### src/common/cbs_cfg.svh
`ifndef CBS_CFG_SVH
`define CBS_CFG_SVH
// interrupt acknowledge byte enables, first and second read
`define CBS_IRQ_BE_FIRST 8'hEF
`define CBS_IRQ_BE_SECOND 8'hFE
// writeback line transfer: index of the last of four beats
`define CBS_WB_LAST_BEAT 2'h3
// clocks of address hold needed before a snoop strobe counts
`define CBS_ADDR_HOLD_REQ_MIN 2'h2
// writeback drives all byte lanes
`define CBS_WB_BE 8'h00
`define CBS_BE_RST 8'hFF
`define CBS_ADDR_RST 29'h0000_0000
`define CBS_DATA_RST 64'h0000_0000_0000_0000
`endif

### src/common/cbs_pkg.sv
package cbs_pkg;
  typedef enum logic [1:0] {
    CBS_IDLE = 2'b00,
    CBS_T1 = 2'b01,
    CBS_T2 = 2'b10,
    CBS_HOLD = 2'b11
  } cbs_state_t;
  typedef enum logic [1:0] {
    CBS_IRQ_NONE = 2'b00,
    CBS_IRQ_FIRST = 2'b01,
    CBS_IRQ_SECOND = 2'b10
  } cbs_irq_t;
endpackage

### src/cbs_bus_unit.sv
// Notes on behaviour
// - clean snoop hit: hit asserted, dirty negated
// - sample hold each edge; start on release
// - dirty snoop hit asserts both hit signals
// - writeback dirty line before any new cycle
// - address undriven during writeback under hold
// - writeback uses snoop-latched line address
// - invalidate flag picks invalid or shared state
// - backoff aborts everything, floats bus, holds
// - restart on edge backoff seen negated
// - writeback before restart, lock kept asserted
// - lock spans sequence, gap between sequences
// - flush operands before lock, no caching
// - misaligned locked: split flag, extra cycle
// - interrupt acknowledge as locked read pair
// - float address on hold, finish cycle
`include "cbs_cfg.svh"
`timescale 1ns/1ns
`default_nettype none
module cbs_bus_unit (
  input wire logic clk, // bus clock
  input wire logic rst_n, // async reset
  input wire logic ce, // clock enable
  input wire logic addr_hold_req, // address hold request
  input wire logic ext_addr_strobe_n, // snoop address strobe
  input wire logic snoop_invalidate, // snoop invalidate
  input wire logic backoff_n, // backoff
  input wire logic burst_ready_n, // transfer ready
  input wire logic cache_enable_n, // cacheable return
  input wire logic [31:3] addr_in, // address bus in
  input wire logic [63:0] data_in, // data bus in
  output logic [31:3] addr_out, // address bus out
  output logic addr_parity, // address parity
  output logic addr_oe_n, // address enable, low drives
  output logic addr_strobe_n, // cycle strobe
  output logic [7:0] byte_enables_n, // byte enables
  output logic data_code_sel, // data or code
  output logic mem_io_sel, // memory or io
  output logic write_read_sel, // write or read
  output logic bus_lock_n, // bus lock
  output logic split_cycle_ind, // split cycle
  output logic ctrl_oe_n, // control enable, low drives
  output logic [63:0] data_out, // data bus out
  output logic data_oe_n, // data enable, low drives
  output logic snoop_hit_n, // snoop hit
  output logic snoop_dirty_hit_n, // snoop modified hit
  input wire logic lookup_hit, // cache: addr_in line present
  input wire logic lookup_dirty, // cache: addr_in line modified
  input wire logic [255:0] wb_line, // cache: line at snoop address
  output logic line_upd, // cache: change line state
  output logic line_upd_inv, // 1 invalid, 0 shared
  output logic [31:5] line_upd_addr, // line to change
  input wire logic req_valid, // core cycle request
  output logic req_ready, // request taken
  input wire logic [31:3] req_addr, // request address
  input wire logic [7:0] req_be_n, // request enables
  input wire logic [7:0] req_be2_n, // enables, second half
  input wire logic req_write, // write
  input wire logic req_dc, // data or code
  input wire logic req_mio, // memory or io
  input wire logic [63:0] req_wdata, // write data
  input wire logic req_lock, // part of locked sequence
  input wire logic req_lock_last, // last of sequence
  input wire logic req_split, // misaligned, two cycles when req_lock is set
  output logic lock_flush_req, // flush lock operands
  input wire logic lock_flush_done, // flush finished
  output logic req_done, // request finished
  output logic [63:0] rd_data, // read data
  output logic rd_cacheable, // read data may be cached
  input wire logic maskable_irq, // maskable interrupt
  input wire logic irq_boundary, // instruction boundary
  output logic irq_vec_valid, // vector pulse
  output logic [7:0] irq_vec // interrupt vector
);
  cbs_pkg::cbs_state_t state_reg, state_next;
  cbs_pkg::cbs_irq_t irq_reg, irq_next;
  logic ah_s_reg, ah_s_next;
  logic [1:0] ah_cnt_reg, ah_cnt_next;
  logic hit_n_reg, hit_n_next, dhit_n_reg, dhit_n_next;
  logic [31:5] snp_reg, snp_next;
  logic wb_pend_reg, wb_pend_next, wb_run_reg, wb_run_next;
  logic inv_s_reg, inv_s_next;
  logic rst_pend_reg, rst_pend_next;
  logic upd_reg, upd_next, upd_inv_reg, upd_inv_next;
  logic [31:3] cur_addr_reg, cur_addr_next;
  logic [7:0] cur_be_reg, cur_be_next, cur_be2_reg, cur_be2_next;
  logic cur_wr_reg, cur_wr_next, cur_dc_reg, cur_dc_next;
  logic cur_mio_reg, cur_mio_next, cur_lock_reg, cur_lock_next;
  logic cur_last_reg, cur_last_next, cur_split_reg, cur_split_next;
  logic split2_reg, split2_next, cur_irq_reg, cur_irq_next;
  logic cur_core_reg, cur_core_next;
  logic [63:0] wdata_reg, wdata_next;
  logic [1:0] beat_reg, beat_next;
  logic lock_n_reg, lock_n_next;
  logic [31:3] addr_reg, addr_next;
  logic [7:0] be_reg, be_next;
  logic dc_reg, dc_next, mio_reg, mio_next, wr_reg, wr_next;
  logic split_cycle_ind_reg, split_cycle_ind_next;
  logic [63:0] dout_reg, dout_next, rdata_reg, rdata_next;
  logic done_reg, done_next, cach_reg, cach_next;
  logic [7:0] vec_reg, vec_next;
  logic vec_v_reg, vec_v_next;
  logic can_start, go_wb, go_rst, go_irq, go_req, lock_ok, snoop_ok;
  logic last_beat;

  ////////////////////////////////////////////////////////////////////////
  // launch arbitration
  // no new cycle from idle while address hold is sampled
  assign can_start = (state_reg == cbs_pkg::CBS_IDLE && !addr_hold_req &&
                      backoff_n) ||
                     (state_reg == cbs_pkg::CBS_HOLD && backoff_n);
  // locked sequence waits for operand flush
  assign lock_ok = !req_lock || !lock_n_reg || lock_flush_done;
  // pending writeback goes ahead of any cycle
  assign go_wb = can_start && wb_pend_reg;
  // writeback first, then the aborted cycle
  assign go_rst = can_start && !wb_pend_reg && rst_pend_reg;
  assign go_irq = can_start && !wb_pend_reg && !rst_pend_reg &&
                  irq_reg != cbs_pkg::CBS_IRQ_NONE;
  assign go_req = can_start && !wb_pend_reg && !rst_pend_reg &&
                  irq_reg == cbs_pkg::CBS_IRQ_NONE && req_valid && lock_ok;
  assign req_ready = go_req;
  assign lock_flush_req = req_valid && req_lock && lock_n_reg &&
                          !lock_flush_done;
  // snoop needs two sampled hold clocks or a backoff hold
  assign snoop_ok = !ext_addr_strobe_n &&
                    (ah_cnt_reg == `CBS_ADDR_HOLD_REQ_MIN ||
                     state_reg == cbs_pkg::CBS_HOLD);
  assign last_beat = wb_run_reg ? (beat_reg == `CBS_WB_LAST_BEAT) : 1'b1;

  ////////////////////////////////////////////////////////////////////////
  // next state
  always_comb
  begin
    state_next = state_reg;
    irq_next = irq_reg;
    ah_s_next = addr_hold_req;
    ah_cnt_next = 2'h0;
    hit_n_next = hit_n_reg;
    dhit_n_next = dhit_n_reg;
    snp_next = snp_reg;
    wb_pend_next = wb_pend_reg;
    wb_run_next = wb_run_reg;
    inv_s_next = inv_s_reg;
    rst_pend_next = rst_pend_reg;
    upd_next = 1'b0;
    upd_inv_next = upd_inv_reg;
    cur_addr_next = cur_addr_reg;
    cur_be_next = cur_be_reg;
    cur_be2_next = cur_be2_reg;
    cur_wr_next = cur_wr_reg;
    cur_dc_next = cur_dc_reg;
    cur_mio_next = cur_mio_reg;
    cur_lock_next = cur_lock_reg;
    cur_last_next = cur_last_reg;
    cur_split_next = cur_split_reg;
    split2_next = split2_reg;
    cur_irq_next = cur_irq_reg;
    cur_core_next = cur_core_reg;
    wdata_next = wdata_reg;
    beat_next = beat_reg;
    lock_n_next = lock_n_reg;
    addr_next = addr_reg;
    be_next = be_reg;
    dc_next = dc_reg;
    mio_next = mio_reg;
    wr_next = wr_reg;
    split_cycle_ind_next = split_cycle_ind_reg;
    dout_next = dout_reg;
    rdata_next = rdata_reg;
    done_next = 1'b0;
    cach_next = cach_reg;
    vec_next = vec_reg;
    vec_v_next = 1'b0;
    if (addr_hold_req)
    begin
      ah_cnt_next = (ah_cnt_reg == `CBS_ADDR_HOLD_REQ_MIN) ? ah_cnt_reg :
                    ah_cnt_reg + 2'h1;
    end
    if (irq_reg == cbs_pkg::CBS_IRQ_NONE && maskable_irq && irq_boundary)
      irq_next = cbs_pkg::CBS_IRQ_FIRST;
    if (go_irq)
    begin
      cur_addr_next = `CBS_ADDR_RST;
      cur_be_next = (irq_reg == cbs_pkg::CBS_IRQ_FIRST) ?
                    `CBS_IRQ_BE_FIRST : `CBS_IRQ_BE_SECOND;
      cur_wr_next = 1'b0;
      cur_dc_next = 1'b0;
      cur_mio_next = 1'b0;
      cur_lock_next = 1'b1;
      cur_last_next = (irq_reg == cbs_pkg::CBS_IRQ_SECOND);
      cur_split_next = 1'b0;
      cur_irq_next = 1'b1;
      cur_core_next = 1'b0;
    end
    if (go_req)
    begin
      cur_addr_next = req_addr;
      cur_be_next = req_be_n;
      cur_be2_next = req_be2_n;
      cur_wr_next = req_write;
      cur_dc_next = req_dc;
      cur_mio_next = req_mio;
      cur_lock_next = req_lock;
      cur_last_next = req_lock_last;
      cur_split_next = req_split && req_lock;
      split2_next = 1'b0;
      cur_irq_next = 1'b0;
      cur_core_next = 1'b1;
      wdata_next = req_wdata;
    end
    if (go_rst)
      rst_pend_next = 1'b0;
    if (go_wb)
    begin
      // writeback address from the snoop latch
      wb_run_next = 1'b1;
      addr_next = {snp_reg, 2'b00};
      be_next = `CBS_WB_BE;
      dc_next = 1'b1;
      mio_next = 1'b1;
      wr_next = 1'b1;
      split_cycle_ind_next = 1'b0;
      dout_next = wb_line[63:0];
    end
    else if (go_rst || go_irq || go_req)
    begin
      // restart reissues the held cycle attributes
      addr_next = cur_addr_next;
      be_next = cur_be_next;
      dc_next = cur_dc_next;
      mio_next = cur_mio_next;
      wr_next = cur_wr_next;
      // split flag on misaligned locked transfers
      split_cycle_ind_next = cur_split_next;
      dout_next = wdata_next;
      // lock goes low with the first strobe
      if (cur_lock_next)
        lock_n_next = 1'b0;
    end
    if (go_wb || go_rst || go_irq || go_req)
    begin
      state_next = cbs_pkg::CBS_T1;
      beat_next = 2'h0;
    end
    else if (state_reg == cbs_pkg::CBS_HOLD && backoff_n)
      state_next = cbs_pkg::CBS_IDLE;
    unique case (state_reg)
      cbs_pkg::CBS_IDLE:
      begin
        if (!backoff_n)
          state_next = cbs_pkg::CBS_HOLD;
      end
      cbs_pkg::CBS_T1, cbs_pkg::CBS_T2:
      begin
        // backoff wins over a ready on the same edge
        if (!backoff_n)
        begin
          state_next = cbs_pkg::CBS_HOLD;
          beat_next = 2'h0;
          if (!wb_run_reg)
            rst_pend_next = 1'b1;
          wb_run_next = 1'b0;
        end
        else if (state_reg == cbs_pkg::CBS_T1)
          state_next = cbs_pkg::CBS_T2;
        else if (!burst_ready_n && !last_beat)
        begin
          beat_next = beat_reg + 2'h1;
          dout_next = wb_line[{beat_next, 6'h00} +: 64];
        end
        else if (!burst_ready_n)
        begin
          state_next = cbs_pkg::CBS_IDLE;
          if (wb_run_reg)
          begin
            // state changes only after the writeback
            wb_run_next = 1'b0;
            wb_pend_next = 1'b0;
            dhit_n_next = 1'b1;
            upd_next = 1'b1;
            upd_inv_next = inv_s_reg;
          end
          else if (cur_split_reg && !split2_reg)
          begin
            // second half as an extra locked cycle
            split2_next = 1'b1;
            cur_addr_next = cur_addr_reg + 29'h0000_0001;
            cur_be_next = cur_be2_reg;
            rst_pend_next = 1'b1;
          end
          else
          begin
            // lock released on the final ready
            if (cur_last_reg)
              lock_n_next = 1'b1;
            if (cur_irq_reg)
            begin
              irq_next = cur_last_reg ? cbs_pkg::CBS_IRQ_NONE :
                         cbs_pkg::CBS_IRQ_SECOND;
              vec_v_next = cur_last_reg;
              if (cur_last_reg)
                vec_next = data_in[7:0];
            end
            done_next = cur_core_reg;
            rdata_next = data_in;
            cach_next = !cache_enable_n && !cur_lock_reg;
          end
        end
      end
      cbs_pkg::CBS_HOLD:
      begin
      end
    endcase
    if (snoop_ok)
    begin
      snp_next = addr_in[31:5];
      // hit level holds until the next snoop; dirty hit clears when the writeback ends
      hit_n_next = !lookup_hit;
      dhit_n_next = !(lookup_hit && lookup_dirty);
      if (lookup_hit && lookup_dirty)
      begin
        wb_pend_next = 1'b1;
        inv_s_next = snoop_invalidate;
      end
      // clean hit changes state with no bus cycle
      else if (lookup_hit)
      begin
        upd_next = 1'b1;
        upd_inv_next = snoop_invalidate;
      end
    end
  end

  always_ff @(posedge clk or negedge rst_n)
  begin
    if (!rst_n)
    begin
      state_reg <= cbs_pkg::CBS_IDLE;
      irq_reg <= cbs_pkg::CBS_IRQ_NONE;
      ah_s_reg <= 1'b0;
      ah_cnt_reg <= 2'h0;
      hit_n_reg <= 1'b1;
      dhit_n_reg <= 1'b1;
      snp_reg <= 27'h000_0000;
      wb_pend_reg <= 1'b0;
      wb_run_reg <= 1'b0;
      inv_s_reg <= 1'b0;
      rst_pend_reg <= 1'b0;
      upd_reg <= 1'b0;
      upd_inv_reg <= 1'b0;
      cur_addr_reg <= `CBS_ADDR_RST;
      cur_be_reg <= `CBS_BE_RST;
      cur_be2_reg <= `CBS_BE_RST;
      cur_wr_reg <= 1'b0;
      cur_dc_reg <= 1'b0;
      cur_mio_reg <= 1'b0;
      cur_lock_reg <= 1'b0;
      cur_last_reg <= 1'b0;
      cur_split_reg <= 1'b0;
      split2_reg <= 1'b0;
      cur_irq_reg <= 1'b0;
      cur_core_reg <= 1'b0;
      wdata_reg <= `CBS_DATA_RST;
      beat_reg <= 2'h0;
      lock_n_reg <= 1'b1;
      addr_reg <= `CBS_ADDR_RST;
      be_reg <= `CBS_BE_RST;
      dc_reg <= 1'b0;
      mio_reg <= 1'b0;
      wr_reg <= 1'b0;
      split_cycle_ind_reg <= 1'b0;
      dout_reg <= `CBS_DATA_RST;
      rdata_reg <= `CBS_DATA_RST;
      done_reg <= 1'b0;
      cach_reg <= 1'b0;
      vec_reg <= 8'h00;
      vec_v_reg <= 1'b0;
    end
    else if (ce)
    begin
      state_reg <= state_next;
      irq_reg <= irq_next;
      ah_s_reg <= ah_s_next;
      ah_cnt_reg <= ah_cnt_next;
      hit_n_reg <= hit_n_next;
      dhit_n_reg <= dhit_n_next;
      snp_reg <= snp_next;
      wb_pend_reg <= wb_pend_next;
      wb_run_reg <= wb_run_next;
      inv_s_reg <= inv_s_next;
      rst_pend_reg <= rst_pend_next;
      upd_reg <= upd_next;
      upd_inv_reg <= upd_inv_next;
      cur_addr_reg <= cur_addr_next;
      cur_be_reg <= cur_be_next;
      cur_be2_reg <= cur_be2_next;
      cur_wr_reg <= cur_wr_next;
      cur_dc_reg <= cur_dc_next;
      cur_mio_reg <= cur_mio_next;
      cur_lock_reg <= cur_lock_next;
      cur_last_reg <= cur_last_next;
      cur_split_reg <= cur_split_next;
      split2_reg <= split2_next;
      cur_irq_reg <= cur_irq_next;
      cur_core_reg <= cur_core_next;
      wdata_reg <= wdata_next;
      beat_reg <= beat_next;
      lock_n_reg <= lock_n_next;
      addr_reg <= addr_next;
      be_reg <= be_next;
      dc_reg <= dc_next;
      mio_reg <= mio_next;
      wr_reg <= wr_next;
      split_cycle_ind_reg <= split_cycle_ind_next;
      dout_reg <= dout_next;
      rdata_reg <= rdata_next;
      done_reg <= done_next;
      cach_reg <= cach_next;
      vec_reg <= vec_next;
      vec_v_reg <= vec_v_next;
    end
  end

  ////////////////////////////////////////////////////////////////////////
  // pins
  assign addr_out = addr_reg;
  assign addr_parity = ^addr_reg;
  // address floats while hold is sampled
  // so a writeback under hold leaves it undriven
  assign addr_oe_n = ah_s_reg || state_reg == cbs_pkg::CBS_HOLD;
  assign addr_strobe_n = !(state_reg == cbs_pkg::CBS_T1);
  assign byte_enables_n = be_reg;
  assign data_code_sel = dc_reg;
  assign mem_io_sel = mio_reg;
  assign write_read_sel = wr_reg;
  assign bus_lock_n = lock_n_reg;
  assign split_cycle_ind = split_cycle_ind_reg;
  assign ctrl_oe_n = state_reg == cbs_pkg::CBS_HOLD;
  assign data_out = dout_reg;
  assign data_oe_n = !(wr_reg && (state_reg == cbs_pkg::CBS_T1 ||
                                  state_reg == cbs_pkg::CBS_T2));
  assign snoop_hit_n = hit_n_reg;
  assign snoop_dirty_hit_n = dhit_n_reg;
  assign line_upd = upd_reg;
  assign line_upd_inv = upd_inv_reg;
  assign line_upd_addr = snp_reg;
  assign req_done = done_reg;
  assign rd_data = rdata_reg;
  assign rd_cacheable = cach_reg;
  assign irq_vec_valid = vec_v_reg;
  assign irq_vec = vec_reg;
endmodule
`default_nettype wire

### config.mk
export PLATFORM = sky130hd
export DESIGN_NAME = cbs_bus_unit
export DESIGN_NICKNAME = d
export VERILOG_FILES = /design/src/common/cbs_pkg.sv /design/src/cbs_bus_unit.sv
export VERILOG_INCLUDE_DIRS = /design/src /design/src/common
export SDC_FILE = /design/constraint.sdc
export NUM_CORES = 1
export LEC_CHECK = 0
export ABC_AREA = 1
export BUFFER_PORTS_ARGS = -buffer_cell sky130_fd_sc_hd__buf_2
export CORE_AREA = 5 5 265 267
export CTS_CLUSTER_DIAMETER = 120
export CTS_CLUSTER_SIZE = 14
export DETAILED_ROUTE_END_ITERATION = 6
export DIE_AREA = 0 0 270 272
export PLACE_DENSITY = 0.6
export SYNTH_ARGS = -nofsm -noshare
export SYNTH_HDL_FRONTEND = slang
export SYNTH_SLANG_ARGS = --single-unit
### constraint.sdc
create_clock -name clk -period 2.8 [get_ports clk]
set_input_delay 0.56 -clock clk [delete_from_list [all_inputs] [get_ports clk]]
set_output_delay 0.56 -clock clk [all_outputs]
set_load 0.02 [all_outputs]
==> results of run 1 <==
cells in the mapped netlist (3+ instances only):
library cell,number,share of area [%]
clkbuf_1,102,1.9
dfrtp_1,316,38
xnor2_1,21,0.89
a22oi_1,9,0.33
inv_2,6,0.11
a21oi_1,186,4.5
buf_2,54,1.3
nor2_1,124,2.3
buf_4,16,0.58
o31ai_1,4,0.15
o21ai_1,28,0.68
nand3b_1,65,2.4
buf_1,16,0.29
nand4_1,15,0.45
a31oi_1,7,0.21
xor2_1,16,0.68
o21ai_0,326,7.9
o211ai_1,18,0.66
ha_1,7,0.42
nand2_1,1172,21
nand2_2,3,0.091
inv_1,363,6.6
nand3_1,118,2.9
nor3_1,13,0.32
nor2_2,5,0.15
o22ai_1,10,0.30
dfstp_2,27,3.4
cells by family (layout without fill, tap and decap cells):
logic type	count (synthesis)	in the layout	share of synthesized area (%)
compound gates	600	600	15.2
buf+inv	558	1201	10.8
flops	343	343	41.8
fa+ha+maj	7	7	0.425
mux	1	1	0.0546
simple gates	1524	1524	30.2
xor+xnor	37	37	1.57
other cells	0	23	0
critical path, cell delays in order (launching register included):
cell and delay, ps:
dfrtp_2 450, xnor2_2 190, xnor2_1 130, buf_4 140, xor2_1 140, nand2_1 80
nand2_2 150, nand3_1 90, nand2_1 90, buf_6 120
area by class of cell:
class	instances	share of cell area, %
clock inverters	2	0.147
repair buffers	779	17.0
diodes	23	0.218
clock buffers	50	2.96
multi-input cells	2169	37.5
inverters	370	5.27
well taps	882	4.18
flip-flops and latches	343	32.7
worst max-delay path by stage:
stage | cells after the start | from | end
after floorplan | 7 | state_reg[0]$_DFFE_PN0P_ | req_ready
after global placement | 8 | addr_hold_req | req_ready
after detailed placement | 11 | state_reg[0]$_DFFE_PN0P_ | cur_addr_reg[21]$_DFFE_PN0P_
after CTS | 8 | state_reg[1]$_DFFE_PN0P_ | req_ready
after global routing | 10 | addr_out[29]$_DFFE_PN0P_ | addr_parity
final | 9 | addr_out[29]$_DFFE_PN0P_ | addr_parity
where the power goes:
| group | switching (W) | internal, W | total (W) |
|---|---|---|---|
| combinational | 0.00727 | 0.00415 | 0.0114 |
| clock | 0.00205 | 0.00190 | 0.00395 |
| sequential | 0.00123 | 0.00653 | 0.00775 |
| total | 0.0105 | 0.0126 | 0.0231 |
layout by cell type, fill, tap and decap left out, types with 28 or more instances in the layout:
cell type	netlist	final
clkbuf_16	0	29
nand3_1	118	117
buf_4	16	59
nand2_1	1172	1167
o21ai_1	28	28
inv_1	363	359
o21ai_0	326	326
nor2_1	124	121
dfrtp_1	316	310
nand3b_1	65	65
a21oi_1	186	186
buf_2	54	691
through the flow:
stage	power (W)	std cells	TNS, ps
global route	0.0248	4610	-44.4
finish	0.0231	4618	0
floorplan	0.0147	3070	0
global placement	0.0188	4526	0
detailed placement	0.0189	4526	0
CTS	0.0231	4586	-67.5
layer usage:
metal / part of all wire, % / track usage (%) / routed length (microns) / vias up
met5: 0.075 / 0 / 66 / -
met4: 4.2 / 8.96 / 3670 / 10
met3: 6.9 / 4.32 / 6050 / 131
met2: 49 / 39.2 / 42900 / 832
met1: 40 / 28.4 / 35400 / 10200
li1: - / - / - / 10900
timing repair:
action	in CTS	in global routing
pin swaps	2	13
endpoints found under the setup margin	2	3
hold buffers	1	0
gates cloned	3	0
hold endpoints to repair	46	0
buffers inserted	4	9
resized for setup	7	13
==> flow_summary.toml, run 1 <==
[cells_and_area]
fin_nets = 4177
finish.instance_area_sq_um = 26400
area.sequential_sq_um = 8630
multi_input_area_sq_um = 9910
layout-drive-gt1-share_pct = 23.8
fill_cells = 7298
area_growth_pct = 28.1
final_core_util_pct = 38.9

[timing]
hold_viol_final = 0
worst_pin_slew_ps = 792
final.min_clock_period_ps = 2740
fmax_mhz = 366
slew_violations = 0
finalCritPeriodShare_pct = 97.7
hold_slack_ps = 136
setup_viol = 0
fin_worst_skew_ps = 23.3
worst_slack_ps = 64.2
grt_setup_unrepaired = "yes"
relSlewSlack_pct = 47.2

[synthesis]
synth_area_sq_um = 20600
syn_nets = 3556
synth_warnings = 0
synthCells = 3070
yosysSeqAreaShare_pct = 41.8
synth_ff_type = "dfrtp_1"
synth-async-reset-ratio_pct = 100
syn_area_per_cell_sq_um = 6.72
synth-seq-cells = 343
synthDistinctLibCells = 44
synth_edf_count = 0

[detailed_routing]
routed_wl_mm = 88.1
post-route-drc-count = 0
dr_total_vias = 22100
routedWlPerCell_microns = 19.1
firstDrtPassIters = 5
ant_nets = 0
viasPerCell = 4.79
dr.first_iter.drc_count = 1612

[die]
start_util_pct = 30.4
die_h_microns = 272
rows = 96
pin_count = 698
chipWidth_microns = 270
die_area_sq_um = 73400
core_sq_um = 67900

[clock_network]
cts_inserted_buffers = 28
cts_max_level = 1
clkSlewWorstSetupHoldPaths_ps = 80
root_buffer = "clkbuf_16"
cts_tree = "yes"
clkLatencyLatePin_ps = 610
cts_sinks = 343
clk_path_buf_depth = 3

[min_path]
min_path_cells = 3
hp-class = "in2reg"
hp-start = "data_in[58]"
hold_path_end = "rd_data[58]$_DFFE_PN0P_"

[worst_setup_path]
timing_worst_setup_path_type = "reg2out"
startpoint_type = "register"
path_max_fanout = 3
end_kind = "output port"
crit_required_ps = 2240
worstPathArrival_ps = 2180
r2r_start = "state_reg[0]$_DFFE_PN0P_"
regToRegSetupSlack_ps = 280
r2r-end = "cur_addr_reg[21]$_DFFE_PN0P_"
reg2reg_depth = 13

[pwr]
power_density_nw_per_um2 = 875
vdd_drop_max_uv = 1210
p_leak_nw = 14.2

[global_route]
grt.total_usage_pct = 22.8
grt_pass1_vias = 20800
grt_first_pass_wirelength_mm = 131
grt_remaining_overflow = 0
grt_max_degree = 165
antenna_found_initial = 32

[job]
maxCapViolations = 0

[placed_design]
place_hpwl_mm = 64.3
place.port_buffers = 695
place.gp.congestion = 0.935
dp_slack_ps = 188
placed_cell_area_sq_um = 25300

[outcome]
status = "completed"
No activity file was read; power rests on OpenSTA's default activity.
==> run 2: changes to the inputs <==
CORE_AREA = 8 8 268 270   (was 5 5 265 267)
DIE_AREA = 0 0 276 278   (was 0 0 270 272)
==> run 2 against run 1 <==
Against the previous run: register-to-register slack hardly changed; via count is 0.72% lower; combinational power hardly changed; global-route usage is 1.1 points lower; design area is 0.54% lower; sequential cell count stayed put; critical path type unchanged; critical endpoint is now req_ready; final cell count is 0.24% lower; largest cell class unchanged; critical path depth is 1 lower; sequential power hardly changed.
==> flow_summary.toml, run 2 (synthesized netlist as in run 1, its figures left out) <==
[outcome]
status = "completed"

[clock_network]
cts_inserted_buffers = 28
cts_sinks = 343
cts_max_level = 1
cts_tree = "yes"
root_buffer = "clkbuf_16"
clkLatencyLatePin_ps = 610
clkSlewWorstSetupHoldPaths_ps = 80
clk_path_buf_depth = 3

[die]
core_sq_um = 67700
die_h_microns = 278
rows = 96
start_util_pct = 30.5
pin_count = 698
chipWidth_microns = 276
die_area_sq_um = 76700

[detailed_routing]
dr.max_layer_used = "met5"
post-route-drc-count = 0
m1WireLength_mm = 36.1
dr.first_iter.drc_count = 1453
routedWlPerCell_microns = 19.0
wl_met3_mm = 5.76
viasPerCell = 4.77
routed_wl_mm = 87.4
wl_met2_mm = 42.4
ant_nets = 0
dr_total_vias = 22000
firstDrtPassIters = 5

[job]
maxCapViolations = 0

[cells_and_area]
area.sequential_sq_um = 8620
fill_cells = 7329
layout_common_cells = "nand2_1 (1167), buf_2 (692), inv_1 (360)"
final_cell_count_no_fill = 4607
final_common_cell = "nand2_1"
area_growth_pct = 27.4
multi_input_area_sq_um = 9920
fin_nets = 4170
layout-drive-gt1-share_pct = 23.5

[global_route]
grt.total_usage_pct = 21.7
grt_pass1_vias = 21200
grt_remaining_overflow = 0
grt_first_pass_wirelength_mm = 132
antenna_found_initial = 34
grt_max_degree = 97

[min_path]
hp-class = "in2reg"

[pwr]
p_int_w = 0.0124
netSwitchingFraction_pct = 45.7
p_total_w = 0.0229
seqPwrFrac_pct = 33.8
combPwrFrac_pct = 49.1
switchingPower_w = 0.0104
power_density_nw_per_um2 = 870
vdd_drop_max_uv = 999
p_leak_nw = 14.1
clockPowerShare_pct = 17.1

[worst_setup_path]
end_kind = "output port"
crit_required_ps = 2240
worstPathArrival_ps = 2130
path_max_fanout = 5
timing_worst_setup_path_type = "reg2out"
startpoint_type = "register"

[timing]
worst_pin_slew_ps = 636
setup_viol = 0
fmax_mhz = 372
hold_viol_final = 0
finalCritPeriodShare_pct = 95.9
grt_setup_unrepaired = "no"
relSlewSlack_pct = 57.6
worst_slack_ps = 114
finalSetupTns_ps = 0
final.min_clock_period_ps = 2690
slew_violations = 0
fin_worst_skew_ps = 36.9

[placed_design]
dp_slack_ps = 246
place_hpwl_mm = 65.9
place.gp.congestion = 0.902
numPlacedInstances = 4530
place.port_buffers = 695
==> run 2: cell types whose count changed in the layout (fill, tap and decap cells not counted), sizes merged <==
cell,before,now
buf,774,769
diode,23,19
bufbuf,3,2
clkbuf,51,50
==> run 2: area by class of cell <==
class	instances	area share, %
Multi-Input combinational cell	2169	37.8
Antenna cell	19	0.181
Tap cell	882	4.20
Sequential cell	343	32.8
Clock inverter	2	0.148
Clock buffer	50	2.98
Timing Repair Buffer	772	16.6
Inverter	370	5.30
==> run 2: critical path, cell delays in order (launching register included) <==
cell	delay, ps
dfrtp_1	410
inv_1	120
ha_2	200
nand3_1	120
nand2_4	120
nand3_2	120
nor2_4	160
buf_12	120
buf_4	130
==> run 2: metal layers <==
metal,vias up,global-route usage (%)
met5,-,0
met4,20,7.92
met3,127,4.46
met2,760,37.1
met1,10200,27.0
li1,10900,-
==> run 2: final timing paths <==
| kind | cells past startpoint | endpoint | startpoint | slack [ps] |
|---|---|---|---|---|
| worst min-delay path | 3 | rd_data[18]$_DFFE_PN0P_ | data_in[18] | 140 |
| worst max-delay path | 8 | req_ready | state_reg[1]$_DFFE_PN0P_ | 110 |
| max in group asynchronous | 3 | cur_be2_reg[7]$_DFFE_PN1P_ | rst_n | 1520 |
| worst max register to register | 13 | wdata_reg[6]$_DFFE_PN0P_ | state_reg[1]$_DFFE_PN0P_ | 280 |
| worst min register to register | 2 | cur_be2_reg[2]$_DFFE_PN1P_ | cur_be2_reg[2]$_DFFE_PN1P_ | 470 |
| min in group asynchronous | 2 | addr_out[7]$_DFFE_PN0P_ | rst_n | 500 |
==> run 2: power groups by stage <==
stage,clock network (W),registers [W],logic (W)
6_report,0.00391,0.00773,0.0112
5_1_grt,0.00422,0.00795,0.0124
4_1_cts,0.00405,0.00768,0.0112
3_5_place_dp,0,0.00776,0.0112
3_3_place_gp,0,0.00773,0.0111
2_1_floorplan,0,0.00917,0.00557
==> run 2: what timing repair did <==
item / 4_1_cts / 5_1_grt
gates cloned: 2 / 0
pin swaps: 1 / 2
hold buffers: 1 / 0
hold endpoints to repair: 38 / 0
buffers inserted: 2 / 1
gates resized for setup: 3 / 10
setup endpoints to repair: 2 / 2
==> run 2: stage by stage <==
step,utilization (%),hold WS [ps],instance area [sq um]
after floorplan,-,264,20600
after global placement,37.3,449,25200
after detailed placement,37.3,453,25200
after CTS,38.6,86.8,26200
after global routing,38.8,122,26300
final,38.8,136,26300
==> run 3: changes to the inputs <==
GPL_ROUTABILITY_DRIVEN = 0   (was not set)
PLACE_DENSITY = 0.55   (was 0.6)
==> run 3 against run 2 <==
Against the previous run: clock power about the same; sequential power barely moved; fmax down 0.44%; sequential share of layout area about the same; largest power group unchanged; register-to-register slack improved by 40 ps; sequential cell count unchanged; critical path type unchanged; critical path depth grew 3; non-clock buffer count fell by 5; global-route usage grew 0.88 points; final cell count down 0.13%; worst hold slack lost 2.1 ps.
==> flow_summary.toml, run 3 (synthesized netlist as in run 1, its figures left out) <==
[worst_setup_path]
crit_chain = "xnor2_2 -> xor2_1 -> nand2_1 -> nand2_1 -> inv_1 -> nand2_1 -> nand2_2 -> inv_1 -> nand2_1 -> nand2_1 -> buf_6"
crit_path_max_incr_delay_ps = 470
critPathMostFrequentCell = "nand2_1"
crit_family = "flip-flops"
crit_required_ps = 2240
end_kind = "output port"
worstPathArrival_ps = 2140
timing_worst_setup_path_type = "reg2out"
path_max_fanout = 3
slowest_stage = "dfrtp_1"
path_buf_inv = 3
startpoint_type = "register"

[cells_and_area]
layout-drive-gt1-share_pct = 23.4
layout_common_cells = "nand2_1 (1167), buf_2 (691), inv_1 (360)"
fin_nets = 4165
area_growth_pct = 27.5
final_cell_count_no_fill = 4601
area.sequential_sq_um = 8620
multi_input_area_sq_um = 9910
finish.instance_area_sq_um = 26300
fill_cells = 7360
final_common_cell = "nand2_1"

[die]
die_h_microns = 278
pin_count = 698
chipWidth_microns = 276
rows = 96
die_area_sq_um = 76700
core_sq_um = 67700
start_util_pct = 30.5

[detailed_routing]
routed_wl_mm = 90.8
dr_total_vias = 21900
viasPerCell = 4.77
firstDrtPassIters = 7
routedWlPerCell_microns = 19.7
post-route-drc-count = 0
ant_nets = 0
dr.first_iter.drc_count = 1441

[clock_network]
root_buffer = "clkbuf_16"
clkSlewWorstSetupHoldPaths_ps = 80
cts_max_level = 1
cts_tree = "yes"
clk_path_buf_depth = 3
cts_inserted_buffers = 28
clkLatencyLatePin_ps = 610
cts_sinks = 343

[timing]
slew_violations = 0
setup_viol = 0
final.min_clock_period_ps = 2700
finalCritPeriodShare_pct = 96.3
worst_slack_ps = 102
hold_viol_final = 0
finalSetupTns_ps = 0
hold_slack_ps = 134
fin_worst_skew_ps = 29.5
fmax_mhz = 371
relSlewSlack_pct = 49.8
worst_pin_slew_ps = 753

[global_route]
grt_first_pass_wirelength_mm = 136
grt.total_usage_pct = 22.6
grt_pass1_vias = 21200
grt_remaining_overflow = 0
grt_max_degree = 161
antenna_found_initial = 28

[pwr]
p_leak_nw = 14.1
vdd_drop_max_uv = 1230
power_density_nw_per_um2 = 875

[job]
maxCapViolations = 0

[placed_design]
place.port_buffers = 695
dp_slack_ps = 230
numPlacedInstances = 4525
place_hpwl_mm = 68.8
placed_cell_area_sq_um = 25300

[outcome]
status = "completed"

[min_path]
hp-class = "in2reg"
==> run 3: where the power goes <==
| group | leakage (nW) | internal, W | switching (W) | total (W) |
|---|---|---|---|---|
| Sequential | 4.35 | 0.00652 | 0.00121 | 0.00773 |
| Clock | 0.387 | 0.00190 | 0.00201 | 0.00392 |
| Combinational | 9.38 | 0.00404 | 0.00732 | 0.0114 |
| Total | 14.1 | 0.0125 | 0.0106 | 0.0230 |
==> run 3: per-stage QoR <==
stage / total power, W / utilization (%)
after floorplan: 0.0147 / -
after global placement: 0.0189 / 37.3
after detailed placement: 0.0190 / 37.3
after CTS: 0.0231 / 38.7
after global routing: 0.0247 / 38.8
final: 0.0230 / 38.8
==> run 3: worst register-to-register path: stages, from the launching register on <==
cell      delay [ps]
dfrtp_1          430
inv_1            110
ha_2             200
nand3_1           90
nand2_2          130
nand3_2          120
nor2_4           160
buf_12           120
buf_6            230
buf_16           260
nand2_1          130
nand3_1          170
nand3b_1         110
nand2_1           70
nand2_1           50
nand2_1           50
==> run 3: worst paths after layout <==
kind                                                from                             to  slack [ps]  depth (start not counted)
worst max-delay path            addr_out[26]$_DFFE_PN0P_                    addr_parity         100                         11
worst min-delay path                      cache_enable_n       rd_cacheable$_DFFE_PN0P_         130                          2
worst max register to register  state_reg[0]$_DFFE_PN0P_       data_out[62]$_DFFE_PN0P_         320                         15
worst min register to register  cur_core_reg$_DFFE_PN0P_           req_done$_DFFE_PN0P_         470                          2
max in group asynchronous                          rst_n  line_upd_addr[22]$_DFFE_PN0P_        1430                          4
min in group asynchronous                          rst_n         irq_vec[4]$_DFFE_PN0P_         470                          2
==> run 3: cell type report <==
class,instances,share of cell area (%)
Multi-Input combinational cell,2169,37.7
Sequential cell,343,32.8
Timing Repair Buffer,767,16.8
Inverter,370,5.29
Tap cell,882,4.20
Clock buffer,50,2.98
Antenna cell,18,0.171
Clock inverter,2,0.147
==> run 3: repair_timing <==
action	CTS	global route
buffers inserted	2	1
endpoints found under the setup margin	2	79
hold endpoints to repair	34	0
pin swaps	1	3
resized for setup	5	11
cloned	2	0
hold buffers	1	0
==> run 3: routing by layer <==
metal	up-vias	global-route usage, %	part of all wire, %
li1	10900	-	-
met1	10200	28.6	42
met2	725	38.8	49
met3	123	4.82	6.5
met4	14	6.05	2.7
met5	-	0	0.10
